==> config.mk <==
export PLATFORM = sky130hd
export DESIGN_NAME = pmr_power_reset_ctrl
export DESIGN_NICKNAME = d
export VERILOG_FILES = /design/src/rtl/pmr_pkg.sv /design/src/rtl/pmr_power_reset_ctrl.sv
export SDC_FILE = /design/constraint.sdc
export NUM_CORES = 1
export LEC_CHECK = 0
export ABC_AREA = 1
export BUFFER_PORTS_ARGS = -buffer_cell sky130_fd_sc_hd__buf_2
export CAP_MARGIN = 20
export CELL_PAD_IN_SITES_DETAIL_PLACEMENT = 1
export CELL_PAD_IN_SITES_GLOBAL_PLACEMENT = 1
export CORE_UTILIZATION = 30
export CTS_BUF_LIST = sky130_fd_sc_hd__clkbuf_16
export DETAILED_ROUTE_END_ITERATION = 10
export GPL_TIMING_DRIVEN = 0
export HOLD_SLACK_MARGIN = 0.02
export PLACE_DENSITY = 0.85
export SETUP_SLACK_MARGIN = 0.02
export SLEW_MARGIN = 15
export SYNTH_ARGS = -nofsm -noshare
export SYNTH_HDL_FRONTEND = slang
export SYNTH_SLANG_ARGS = --single-unit
==> constraint.sdc <==
create_clock -name clk_i -period 1.27 [get_ports clk_i]
set_input_delay 0.254 -clock clk_i [delete_from_list [all_inputs] [get_ports clk_i]]
set_output_delay 0.254 -clock clk_i [all_outputs]
set_load 0.01 [all_outputs]
==> src/rtl/pmr_pkg.sv <==
// Constants and types for the power mode and reset controller
// What this block does
// - Writing the stop-select bit enters Stop mode when that write completes.
// - Stop halts internal oscillator, CPU, peripherals; external one runs on.
// - Only a reset ends Stop; then normal reset sequence, fetch from 0x0000.
// - Writing the suspend bit halts CPU and fast oscillator; state is kept.
// - In Suspend only port match, and Timer 3 on external clock, run.
// - Suspend ends on port match, timer 2 wrap, comparator low, sense, reset.
// - Non-reset wake resumes at the next instruction; interrupts follow.
// - A reset ending Suspend runs the normal reset sequence from 0x0000.
// - Suspend is entered even with wakes pending; earlier edge events never wake.
// - Port match wake is level sensitive, so a standing match wakes.
// - Bit 7 powers the supply monitor; it resets only when also selected.
// - Supply monitor enable reads 1 after power-on; other resets keep it.
// - Read-only bit 6 shows supply monitor output, 1 when above threshold.
// - Supply monitor control bits 5:0 unused; writes to them are ignored.
// - Pin driven low resets; the pin-reset flag bit 0 sets on exit.
// - Clock-loss detector is a retriggered one-shot; stuck clock resets.
// - Bit 2 reads 1 after clock-loss reset; writing it enables the detector.
// - A clock-loss reset never drives or changes the external reset pin.
package pmr_pkg;
   // Register indices, byte address is four times the index
   localparam logic [7:0] PWR_CTRL_IDX   = 8'h87;
   localparam logic [7:0] RST_SRC_IDX    = 8'hEF;
   localparam logic [7:0] SUP_MON_IDX    = 8'hFF;
   localparam logic [7:0] OSC_CTRL_IDX   = 8'hC0;
   localparam logic [7:0] CLK_SEL_IDX    = 8'hC1;
   localparam logic [7:0] WAKE_CTRL_IDX  = 8'hC2;
   // Field positions
   localparam int STOP_BIT      = 1;
   localparam int PIN_FLAG_BIT  = 0;
   localparam int SUP_SEL_BIT   = 1;
   localparam int CLK_LOSS_BIT  = 2;
   localparam int SUP_EN_BIT    = 7;
   localparam int SUP_STAT_BIT  = 6;
   localparam int SUSP_BIT      = 5;
   localparam int CMP_WAKE_BIT  = 0;
   localparam int T3_EXT_BIT    = 1;
   localparam int DIV_LSB       = 0;
   localparam int DIV_W         = 3;
   // Synchroniser lanes
   localparam int IN_W          = 7;
   localparam int IN_MON_CLK    = 0;
   localparam int IN_CS_GT      = 1;
   localparam int IN_CMP_LOW    = 2;
   localparam int IN_T2_OVF     = 3;
   localparam int IN_PORT_MATCH = 4;
   localparam int IN_SUP_ABOVE  = 5;
   localparam int IN_EXT_RST_N  = 6;
   localparam logic [IN_W-1:0] SYNC_RST_VAL = 7'h60;
   // Reset values
   localparam logic            SUP_EN_RST   = 1'b1;
   localparam logic            CLK_LOSS_RST = 1'b1;
   localparam logic [DIV_W-1:0] DIV_RST     = 3'h0;
   localparam logic [15:0]     RESET_VECTOR = 16'h0000;
   // Timing
   localparam int CLK_MHZ         = 200;
   localparam int CLK_LOSS_US     = 100;
   localparam int CLK_LOSS_CYC    = CLK_LOSS_US * CLK_MHZ;
   localparam int CNT_W           = 16;
   localparam logic [4:0] RST_HOLD_CYC = 5'h10;
   typedef enum logic [1:0] {
      PMR_RUN,
      PMR_STOP,
      PMR_SUSP
   } pmr_mode_t;
endpackage

==> src/rtl/pmr_power_reset_ctrl.sv <==
// Power mode, reset source and clock-loss detector controller
//
// The Wishbone interface to the registers was decided locally.
`timescale 1ns/10ps
module pmr_power_reset_ctrl #(
   parameter int CLK_LOSS_TIMEOUT_CYC = pmr_pkg::CLK_LOSS_CYC
) (
   input  wire logic        clk_i,
   input  wire logic        rst_i,
   input  wire logic        cyc_i,
   input  wire logic        stb_i,
   input  wire logic        we_i,
   input  wire logic [9:0]  adr_i,
   input  wire logic [3:0]  sel_i,
   input  wire logic [31:0] dat_i,
   output logic      [31:0] dat_o,
   output logic             ack_o,
   input  wire logic        ext_reset_n_i,
   input  wire logic        supply_above_i,
   input  wire logic        port_match_i,
   input  wire logic        timer2_ovf_i,
   input  wire logic        comparator_low_i,
   input  wire logic        sense_gt_i,
   input  wire logic        sys_clk_mon_i,
   output logic             sys_reset_o,
   output logic [15:0]      boot_addr_o,
   output logic             int_osc_halt_o,
   output logic             cpu_halt_o,
   output logic             periph_halt_o,
   output logic             port_match_run_o,
   output logic             timer3_run_o,
   output logic             wake_o,
   output logic             supply_mon_on_o,
   output logic [2:0]       clock_divide_field_o
);
   logic [pmr_pkg::IN_W-1:0]  sync1_r;
   logic [pmr_pkg::IN_W-1:0]  sync2_r;
   logic [pmr_pkg::IN_W-1:0]  prev_r;
   logic                      ack_r;
   logic [7:0]                rdat_r;
   logic                      sys_rst_r;
   logic [4:0]                hold_r;
   logic                      cause_pin_r;
   logic                      cause_loss_r;
   logic                      pin_flag_r;
   logic                      loss_flag_r;
   logic                      loss_en_r;
   logic                      sup_sel_r;
   logic                      sup_en_r;
   logic [pmr_pkg::CNT_W-1:0] loss_cnt_r;
   logic                      loss_fire_r;
   logic [pmr_pkg::DIV_W-1:0] div_r;
   logic                      cmp_wake_en_r;
   logic                      t3_ext_r;
   logic                      wake_r;
   logic [15:0]               boot_r;
   pmr_pkg::pmr_mode_t        mode_r;
   pmr_pkg::pmr_mode_t        mode_nxt;
   logic                      hit;
   logic                      wr_fire;
   logic                      rd_load;
   logic [7:0]                idx;
   logic [7:0]                wdat;
   logic [7:0]                rdat_nxt;
   logic                      src_pin;
   logic                      src_sup;
   logic                      any_src;
   logic                      rst_exit;
   logic                      pin_low_s;
   logic                      above_s;
   logic                      port_match_s;
   logic                      mon_edge;
   logic                      ev_rise;
   logic                      wake_hit;
   logic                      low_power;

   function automatic logic is_wr(input logic [7:0] a,
                                  input logic [7:0] r,
                                  input logic       f);
      return f && (a == r);
   endfunction

   // Two-stage synchronisers for all pin and foreign inputs
   always_ff @(posedge clk_i) begin
      if (rst_i) begin
         sync1_r <= pmr_pkg::SYNC_RST_VAL;
         sync2_r <= pmr_pkg::SYNC_RST_VAL;
         prev_r  <= pmr_pkg::SYNC_RST_VAL;
      end else begin
         sync1_r <= {ext_reset_n_i, supply_above_i, port_match_i,
                     timer2_ovf_i, comparator_low_i, sense_gt_i,
                     sys_clk_mon_i};
         sync2_r <= sync1_r;
         prev_r  <= sync2_r;
      end
   end

   assign pin_low_s    = !sync2_r[pmr_pkg::IN_EXT_RST_N];
   assign above_s      = sync2_r[pmr_pkg::IN_SUP_ABOVE];
   assign port_match_s = sync2_r[pmr_pkg::IN_PORT_MATCH];
   assign mon_edge     = sync2_r[pmr_pkg::IN_MON_CLK]
                         ^ prev_r[pmr_pkg::IN_MON_CLK];

   // Wishbone classic slave, one wait state
   assign hit     = cyc_i && stb_i;
   assign idx     = adr_i[9:2];
   assign wdat    = dat_i[7:0];
   assign wr_fire = hit && we_i && ack_r && sel_i[0];
   assign rd_load = hit && !ack_r;

   always_ff @(posedge clk_i) begin
      if (rst_i) begin
         ack_r <= 1'b0;
      end else begin
         ack_r <= hit && !ack_r;
      end
   end

   always_comb begin
      rdat_nxt = 8'h00;
      case (idx)
         pmr_pkg::PWR_CTRL_IDX: begin
            rdat_nxt[pmr_pkg::STOP_BIT] = (mode_r == pmr_pkg::PMR_STOP);
         end
         pmr_pkg::RST_SRC_IDX: begin
            rdat_nxt[pmr_pkg::PIN_FLAG_BIT] = pin_flag_r;
            rdat_nxt[pmr_pkg::SUP_SEL_BIT]  = sup_sel_r;
            rdat_nxt[pmr_pkg::CLK_LOSS_BIT] = loss_flag_r;
         end
         pmr_pkg::SUP_MON_IDX: begin
            rdat_nxt[pmr_pkg::SUP_EN_BIT]   = sup_en_r;
            rdat_nxt[pmr_pkg::SUP_STAT_BIT] = above_s;
         end
         pmr_pkg::OSC_CTRL_IDX: begin
            rdat_nxt[pmr_pkg::SUSP_BIT] = (mode_r == pmr_pkg::PMR_SUSP);
         end
         pmr_pkg::CLK_SEL_IDX: begin
            rdat_nxt[pmr_pkg::DIV_LSB +: pmr_pkg::DIV_W] = div_r;
         end
         pmr_pkg::WAKE_CTRL_IDX: begin
            rdat_nxt[pmr_pkg::CMP_WAKE_BIT] = cmp_wake_en_r;
            rdat_nxt[pmr_pkg::T3_EXT_BIT]   = t3_ext_r;
         end
         default: begin
            rdat_nxt = 8'h00;
         end
      endcase
   end

   always_ff @(posedge clk_i) begin
      if (rst_i) begin
         rdat_r <= 8'h00;
      end else if (rd_load) begin
         rdat_r <= rdat_nxt;
      end
   end

   // Software settings; supply enable survives every non-power-on reset
   always_ff @(posedge clk_i) begin
      if (rst_i) begin
         sup_en_r <= pmr_pkg::SUP_EN_RST;
      end else if (is_wr(idx, pmr_pkg::SUP_MON_IDX, wr_fire)) begin
         sup_en_r <= wdat[pmr_pkg::SUP_EN_BIT];
      end
   end

   always_ff @(posedge clk_i) begin
      if (rst_i) begin
         loss_en_r <= pmr_pkg::CLK_LOSS_RST;
         sup_sel_r <= 1'b0;
      end else if (is_wr(idx, pmr_pkg::RST_SRC_IDX, wr_fire)) begin
         loss_en_r <= wdat[pmr_pkg::CLK_LOSS_BIT];
         sup_sel_r <= wdat[pmr_pkg::SUP_SEL_BIT];
      end
   end

   always_ff @(posedge clk_i) begin
      if (rst_i || sys_rst_r) begin
         div_r         <= pmr_pkg::DIV_RST;
         cmp_wake_en_r <= 1'b0;
         t3_ext_r      <= 1'b0;
      end else begin
         if (is_wr(idx, pmr_pkg::CLK_SEL_IDX, wr_fire)) begin
            div_r <= wdat[pmr_pkg::DIV_LSB +: pmr_pkg::DIV_W];
         end
         if (is_wr(idx, pmr_pkg::WAKE_CTRL_IDX, wr_fire)) begin
            cmp_wake_en_r <= wdat[pmr_pkg::CMP_WAKE_BIT];
            t3_ext_r      <= wdat[pmr_pkg::T3_EXT_BIT];
         end
      end
   end

   localparam logic [pmr_pkg::CNT_W-1:0] CNT_MAX =
      pmr_pkg::CNT_W'(CLK_LOSS_TIMEOUT_CYC);
   // Clock-loss one-shot, retriggered by each edge of the system clock
   always_ff @(posedge clk_i) begin
      if (rst_i || sys_rst_r || mon_edge) begin
         loss_cnt_r <= '0;
      end else if (loss_cnt_r != CNT_MAX) begin
         loss_cnt_r <= loss_cnt_r + 1'b1;
      end
   end

   always_ff @(posedge clk_i) begin
      if (rst_i) begin
         loss_fire_r <= 1'b0;
      end else begin
         loss_fire_r <= loss_en_r && (loss_cnt_r == CNT_MAX);
      end
   end
   // Reset sequencer; the pin is only an input here
   assign src_pin  = pin_low_s;
   assign src_sup  = sup_en_r && sup_sel_r && !above_s;
   assign any_src  = src_pin || src_sup || loss_fire_r;
   assign rst_exit = sys_rst_r && !any_src && (hold_r == 5'h00);

   always_ff @(posedge clk_i) begin
      if (rst_i) begin
         hold_r    <= pmr_pkg::RST_HOLD_CYC;
         sys_rst_r <= 1'b1;
      end else begin
         if (any_src) begin
            hold_r <= pmr_pkg::RST_HOLD_CYC;
         end else if (hold_r != 5'h00) begin
            hold_r <= hold_r - 5'h01;
         end
         sys_rst_r <= any_src || (hold_r != 5'h00);
      end
   end

   always_ff @(posedge clk_i) begin
      if (rst_i || rst_exit) begin
         cause_pin_r  <= 1'b0;
         cause_loss_r <= 1'b0;
      end else begin
         cause_pin_r  <= cause_pin_r || src_pin;
         cause_loss_r <= cause_loss_r || loss_fire_r;
      end
   end

   always_ff @(posedge clk_i) begin
      if (rst_i) begin
         pin_flag_r  <= 1'b0;
         loss_flag_r <= 1'b0;
      end else if (rst_exit) begin
         pin_flag_r  <= cause_pin_r;
         loss_flag_r <= cause_loss_r;
      end
   end

   always_ff @(posedge clk_i) begin
      if (rst_i) begin
         boot_r <= pmr_pkg::RESET_VECTOR;
      end else begin
         boot_r <= pmr_pkg::RESET_VECTOR;
      end
   end

   // Wake detection runs on clk_i, not on the halted fast oscillator
   assign ev_rise = (sync2_r[pmr_pkg::IN_T2_OVF]
                     && !prev_r[pmr_pkg::IN_T2_OVF])
                  || (cmp_wake_en_r && sync2_r[pmr_pkg::IN_CMP_LOW]
                     && !prev_r[pmr_pkg::IN_CMP_LOW])
                  || (sync2_r[pmr_pkg::IN_CS_GT]
                     && !prev_r[pmr_pkg::IN_CS_GT]);
   assign wake_hit = (mode_r == pmr_pkg::PMR_SUSP)
                     && (port_match_s || ev_rise);
   always_comb begin
      mode_nxt = mode_r;
      case (mode_r)
         pmr_pkg::PMR_RUN: begin
            if (is_wr(idx, pmr_pkg::PWR_CTRL_IDX, wr_fire)
                && wdat[pmr_pkg::STOP_BIT]) begin
               mode_nxt = pmr_pkg::PMR_STOP;
            end else if (is_wr(idx, pmr_pkg::OSC_CTRL_IDX, wr_fire)
                         && wdat[pmr_pkg::SUSP_BIT]) begin
               mode_nxt = pmr_pkg::PMR_SUSP;
            end
         end
         pmr_pkg::PMR_STOP: begin
            mode_nxt = pmr_pkg::PMR_STOP;
         end
         pmr_pkg::PMR_SUSP: begin
            if (wake_hit) begin
               mode_nxt = pmr_pkg::PMR_RUN;
            end
         end
         default: begin
            mode_nxt = pmr_pkg::PMR_RUN;
         end
      endcase
   end

   always_ff @(posedge clk_i) begin
      if (rst_i || sys_rst_r) begin
         mode_r <= pmr_pkg::PMR_RUN;
         wake_r <= 1'b0;
      end else begin
         mode_r <= mode_nxt;
         wake_r <= wake_hit;
      end
   end

   // Halt controls; the external oscillator has no control here
   assign low_power = (mode_r != pmr_pkg::PMR_RUN);
   assign dat_o                = {24'h000000, rdat_r};
   assign ack_o                = ack_r;
   assign sys_reset_o          = sys_rst_r;
   assign boot_addr_o          = boot_r;
   assign int_osc_halt_o       = low_power;
   assign cpu_halt_o           = low_power;
   assign periph_halt_o        = low_power;
   assign port_match_run_o     = (mode_r != pmr_pkg::PMR_STOP);
   assign timer3_run_o         = (mode_r == pmr_pkg::PMR_RUN)
                                 || ((mode_r == pmr_pkg::PMR_SUSP)
                                     && t3_ext_r);
   assign wake_o               = wake_r;
   assign supply_mon_on_o      = sup_en_r;
   assign clock_divide_field_o = div_r;
endmodule // pmr_power_reset_ctrl

; ---- Yosys cells after proc, flatten, opt, wreduce, memory -nomap -nowiden
; Cells that the tools add are included.
[totals]
regBits = 63
inputBits = 58
output_inout_bits = 60
elab_cells = 95
[classes]
n_addsub = 2
eq_ne = 13
n_mux = 9
n_bitwise = 1
n_reduce_logical = 49
[ops]
columns = operator, count
row1 = $eq 8x8->1 const B, 6
row2 = $logic_and 1x1->1, 24
row3 = $add 16x1->16 const B, 1
row4 = $eq 16x15->1 const B, 1
row5 = $ne 16x15->1 const B, 1
row6 = $logic_or 1x1->1, 12
row7 = $mux 2, 4
row8 = $logic_not 1->1, 7
row9 = $pmux 2 s3, 1
row10 = $logic_not 5->1, 1
row11 = $reduce_bool 5->1, 1
row12 = $sub 5x1->5 const B, 1
row13 = $pmux 1 s4, 1
row14 = $ne 3x3->1 const B, 1
row15 = $pmux 1 s3, 1
row16 = $eq 2x1->1 const B, 1
row17 = $eq 2x2->1 const B, 1
row18 = $logic_not 2->1, 1
row19 = $ne 2x1->1 const B, 1
row20 = $ne 2x2->1 const B, 1
row21 = $pmux 1 s2, 1
row22 = $reduce_and 2->1, 1
row23 = $reduce_bool 2->1, 1
row24 = $reduce_or 2->1, 1
row25 = other kinds (2), 2

; ---- Longest topological paths before layout
[logic_depth]
depth_word = 9
ltp_mapped = 10
mapped_depth_nobuf = 10

; ---- Least setup slack after synthesis
; Ideal clock, no wire load.
[synth_timing]
path_type = flip-flop to flip-flop
startpoint = reg hold_r[0]
endpoint = reg pin_flag_r
setup_ns = 0.113
arrival_time_ns = 1.168
t_required_ns = 1.157
setup_slack_ns = -0.011
stages_incl_launch_ff = 10
n_path_buf = 0
period_less_slack_ns = 1.281
cell_sequence = dfxtp_1 inv_1 ha_1 inv_1 nor2_1 nand2_1 nor3_2 nand2_1 nand2_1 nor2_1
[synth_via]
elab_chain_len = 2
[synth_lines]
columns = element, line
row1 = start: declaration, pmr_power_reset_ctrl.sv:42  ; logic [4:0] hold_r;
row2 = start signal: assignment, pmr_power_reset_ctrl.sv:219  ; hold_r <= pmr_pkg::RST_HOLD_CYC;
row3 = start signal: assignment, pmr_power_reset_ctrl.sv:223  ; hold_r <= pmr_pkg::RST_HOLD_CYC;
row4 = start signal: assignment, pmr_power_reset_ctrl.sv:225  ; hold_r <= hold_r - 5'h01;
row5 = $logic_not 5->1, pmr_power_reset_ctrl.sv:215  ; assign rst_exit = sys_rst_r && !any_src && (hold_r == 5'h00);
row6 = $logic_and 1x1->1, pmr_power_reset_ctrl.sv:215
row7 = end signal: assignment, pmr_power_reset_ctrl.sv:246  ; pin_flag_r <= cause_pin_r;
row8 = end: declaration, pmr_power_reset_ctrl.sv:45  ; logic pin_flag_r;
; Every way passes these cells.
; A chain may end at the register's enable or synchronous reset.

; ---- Worst setup path in the final report
[layout_timing]
startpoint = reg mode_r[1]
endpoint = out periph_halt_o
[layout_via]
elab_chain_len = 1
[layout_lines]
columns = element, line
row1 = start: declaration, pmr_power_reset_ctrl.sv:57  ; pmr_pkg::pmr_mode_t mode_r;
row2 = start signal: assignment, pmr_power_reset_ctrl.sv:296  ; mode_r <= pmr_pkg::PMR_RUN;
row3 = start signal: assignment, pmr_power_reset_ctrl.sv:299  ; mode_r <= mode_nxt;
row4 = $reduce_bool 2->1, pmr_power_reset_ctrl.sv:305  ; assign low_power = (mode_r != pmr_pkg::PMR_RUN);
row5 = end: declaration, pmr_power_reset_ctrl.sv:29  ; output logic periph_halt_o,
; Every way passes these cells.

==> impl_results.md <==
* WS Path Type: reg2out
* Vias post-DR at 3,074
* Post-route ant nets at 0
* Reg clk slew, reported paths at 50 ps
* VDD IR max at 894 uV
* Site row count at 36
* Lkg Pwr at 2.06 nW
* Largest area contributor in the netlist: dfxtp_1
* Top Layer Used: met4
* Initial antenna violation count at 0
* Clock skew at 9.79 ps
* Vias in the first global route at 3,069
* Design area at 4440 um^2
* Minimum clock period at 1340 ps
* Synthesized area per cell at 7.06 um^2
* Hold slack at 109 ps
* DRT Pass-1 Iters at 4
* Top cell type's share of synthesized area at 40.6%
* WL met1 at 3.66 mm
* Sequential area share after synthesis at 40.6%
* Mapped Area at 3110 um^2
* GPL Wtd Cong at 0.814
* Hold_buf cts at 0
* Dominant cells by area after synthesis: dfxtp_1 41%, buf_4 11%, nor2_1 8.9%
* TNS Setup at -334 ps
* Slew headroom at 58.3%
* H-tree levels at 3
* Total CTS buffers at 9
* P&R area growth vs syn at 42.8%
* Die area at 10,800 um^2
* Top achievable clock speed at 749 MHz
* Post-synthesis cell count at 440
* Pwr Density at 1250 nW/um^2
* DRC viols at 0
* Total track usage at 16.8%
* Violated checks: negative setup slack
* Hold crit path type: in2reg
* Critical Path Fanout Max at 4
* Share of cells above drive strength 1 at 37.4%
* Starting DRT DRC Count at 103
* Worst EP required at 1020 ps
* Critical path origin: mode_r[1]$_SDFFE_PP0P_
* Critical path arrival at 1080 ps
* Largest net degree at the start of global routing at 11
* IO Count at 118
* Synthesis-stage register bit count at 63
* Number of max-cap violations at 0
* Met2 wire length at 5.07 mm
* Slew Limit Fails at 0
* Min-delay src: ext_reset_n_i
* CORE AREA at 9910 um^2
* Non-filler instance count after layout at 694
* Cell mode on critical path: buf_6
* Sinks on Clock Net at 63
* CP Cell Sequence: nor2_4 -> inv_2 -> buf_6 -> buf_6
* Final Hold Viols at 0
* CP Capture Type: output pin
* Placed cells at 657
* Diode count at 0
* DRT Wirelength at 9.39 mm
* Dpl cell area at 3650 um^2
* Root Driver: clkbuf_16
* Post-place setup slack at -295 ps
* Synth warn at 0
* Nets at 620
* Final period util at 105%
* Global-route wire length before repair at 14.4 mm
* Initial cell density of the core at 31.4%
* Design Power at 5.55 mW
* EDFF count, synth at 0
* Least-Margin Pin Slew at 626 ps
* DP Wirelength at 6.38 mm
* Met3 wire len at 388 um
* Routed WL per cell at 13.5 um
* Status: finished, violations left
* Worst-Skew Late Latency at 330 ps
* Most common cell in the netlist: nor2_1
* Worst setup SP type: flip-flop
* Distinct cells, synth at 31
* Port Buf Inserts at 43
* Post-synthesis async set-or-reset flop share at 0%
* Ys flop type: dfxtp_1
* CP max-delay cell: dfxtp_4
* Overflow after GRT at 0
* Post-synth top cells: 74 x nor2_1, 70 x inv_1, 66 x nand2_1, 63 x dfxtp_1, 44 x buf_4
* Via density per instance at 4.43
* Width of the die at 104 um
* Filler cells at 1,269
* Min setup slack post-route at -65.5 ps
* Clock Tree Buf Depth at 2
* Final Setup Violations at 9
* RSZ-0062 raised after global routing: true
* Fin util at 44.8%
* Worst r2r src: hold_r[1]$_SDFFE_PP0P_
* CTS tree: yes
* Delay of the slowest critical-path stage at 360 ps
* Die boundary height at 104 um
==> final timing paths <==
check                                 to  cells after the start  slack (ps)
hold reg to reg    sync2_r[1]$_SDFF_PP0_                      2         410
setup / recovery           periph_halt_o                      4         -70
setup reg to reg  cause_pin_r$_SDFF_PP0_                      8         -60
hold / removal     sync1_r[6]$_SDFF_PP1_                      2         110
==> layer usage <==
| layer | vias up | track usage (%) |
|---|---|---|
| met2 | 85 | 31.5 |
| met4 | 0 | 6.12 |
| li1 | 1520 | - |
| met3 | 31 | 4.22 |
| met1 | 1438 | 17.9 |
| met5 | - | 0 |
==> registers in the layout, indices dropped and copies added, names as in the netlist, 2 cells and up <==
| register | flops |
|---|---|
| loss_cnt_r | 16 |
| sync2_r | 7 |
| clock_divide_field_o | 3 |
| mode_r | 2 |
| prev_r | 4 |
| sync1_r | 7 |
| rdat_r | 6 |
| hold_r | 5 |
==> area by class of cell <==
type | instances | area [um^2] | area share (%)
Multi-Input combinational cell | 298 | 1640 | 37.0
Sequential cell | 63 | 1290 | 29.0
Timing Repair Buffer | 66 | 422 | 9.50
Buffer | 49 | 372 | 8.38
Inverter | 71 | 272 | 6.12
Clock buffer | 9 | 225 | 5.08
Tap cell | 133 | 166 | 3.75
Clock inverter | 5 | 51.3 | 1.16
==> repair_timing <==
| item | 4_1_cts | 5_1_grt |
|---|---|---|
| buffers inserted | 13 | 10 |
| pin swaps | 17 | 21 |
| gates cloned | 0 | 1 |
| gates resized for setup | 51 | 54 |
| setup endpoints to repair | 31 | 37 |
| endpoints found under the hold margin | 0 | 0 |
==> placed cells by master (no fill, tap or decap), drive strengths merged, types with 3 or more instances in the layout <==
master	Yosys	final
clkbuf	3	12
nand3	27	27
ha	4	4
conb	1	42
nor3	8	8
o21ai	24	24
or2	6	6
a21oi	23	23
clkinv	0	3
buf	46	112
nor2	79	79
dfxtp	63	63
nand4	9	9
inv	71	71
nand2	67	67
==> cell families (layout without fill, tap and decap cells) <==
family,Yosys count,count (layout),synth area share (%)
compound gates,51,51,8.42
simple gates,200,200,28.9
fa+ha+maj,4,4,1.61
flops,63,63,40.6
buf+inv,120,200,20.1
xor+xnor,1,1,0.282
other cells,1,42,0.121
==> worst max-delay path, delay by kind of cell (launching register included) <==
| family | cells | cell delay (ps) |
|---|---|---|
| simple gates | 1 | 110 |
| buf+inv | 3 | 280 |
| flops | 1 | 360 |
==> power breakdown <==
| group | leakage (nW) | internal (mW) | switching [mW] |
|---|---|---|---|
| clock network | 0.135 | 1.48 | 0.864 |
| registers | 0.521 | 2.10 | 0.0806 |
| logic | 1.41 | 0.465 | 0.560 |
| total | 2.06 | 4.04 | 1.50 |
Power figures use the tool's default switching activity.
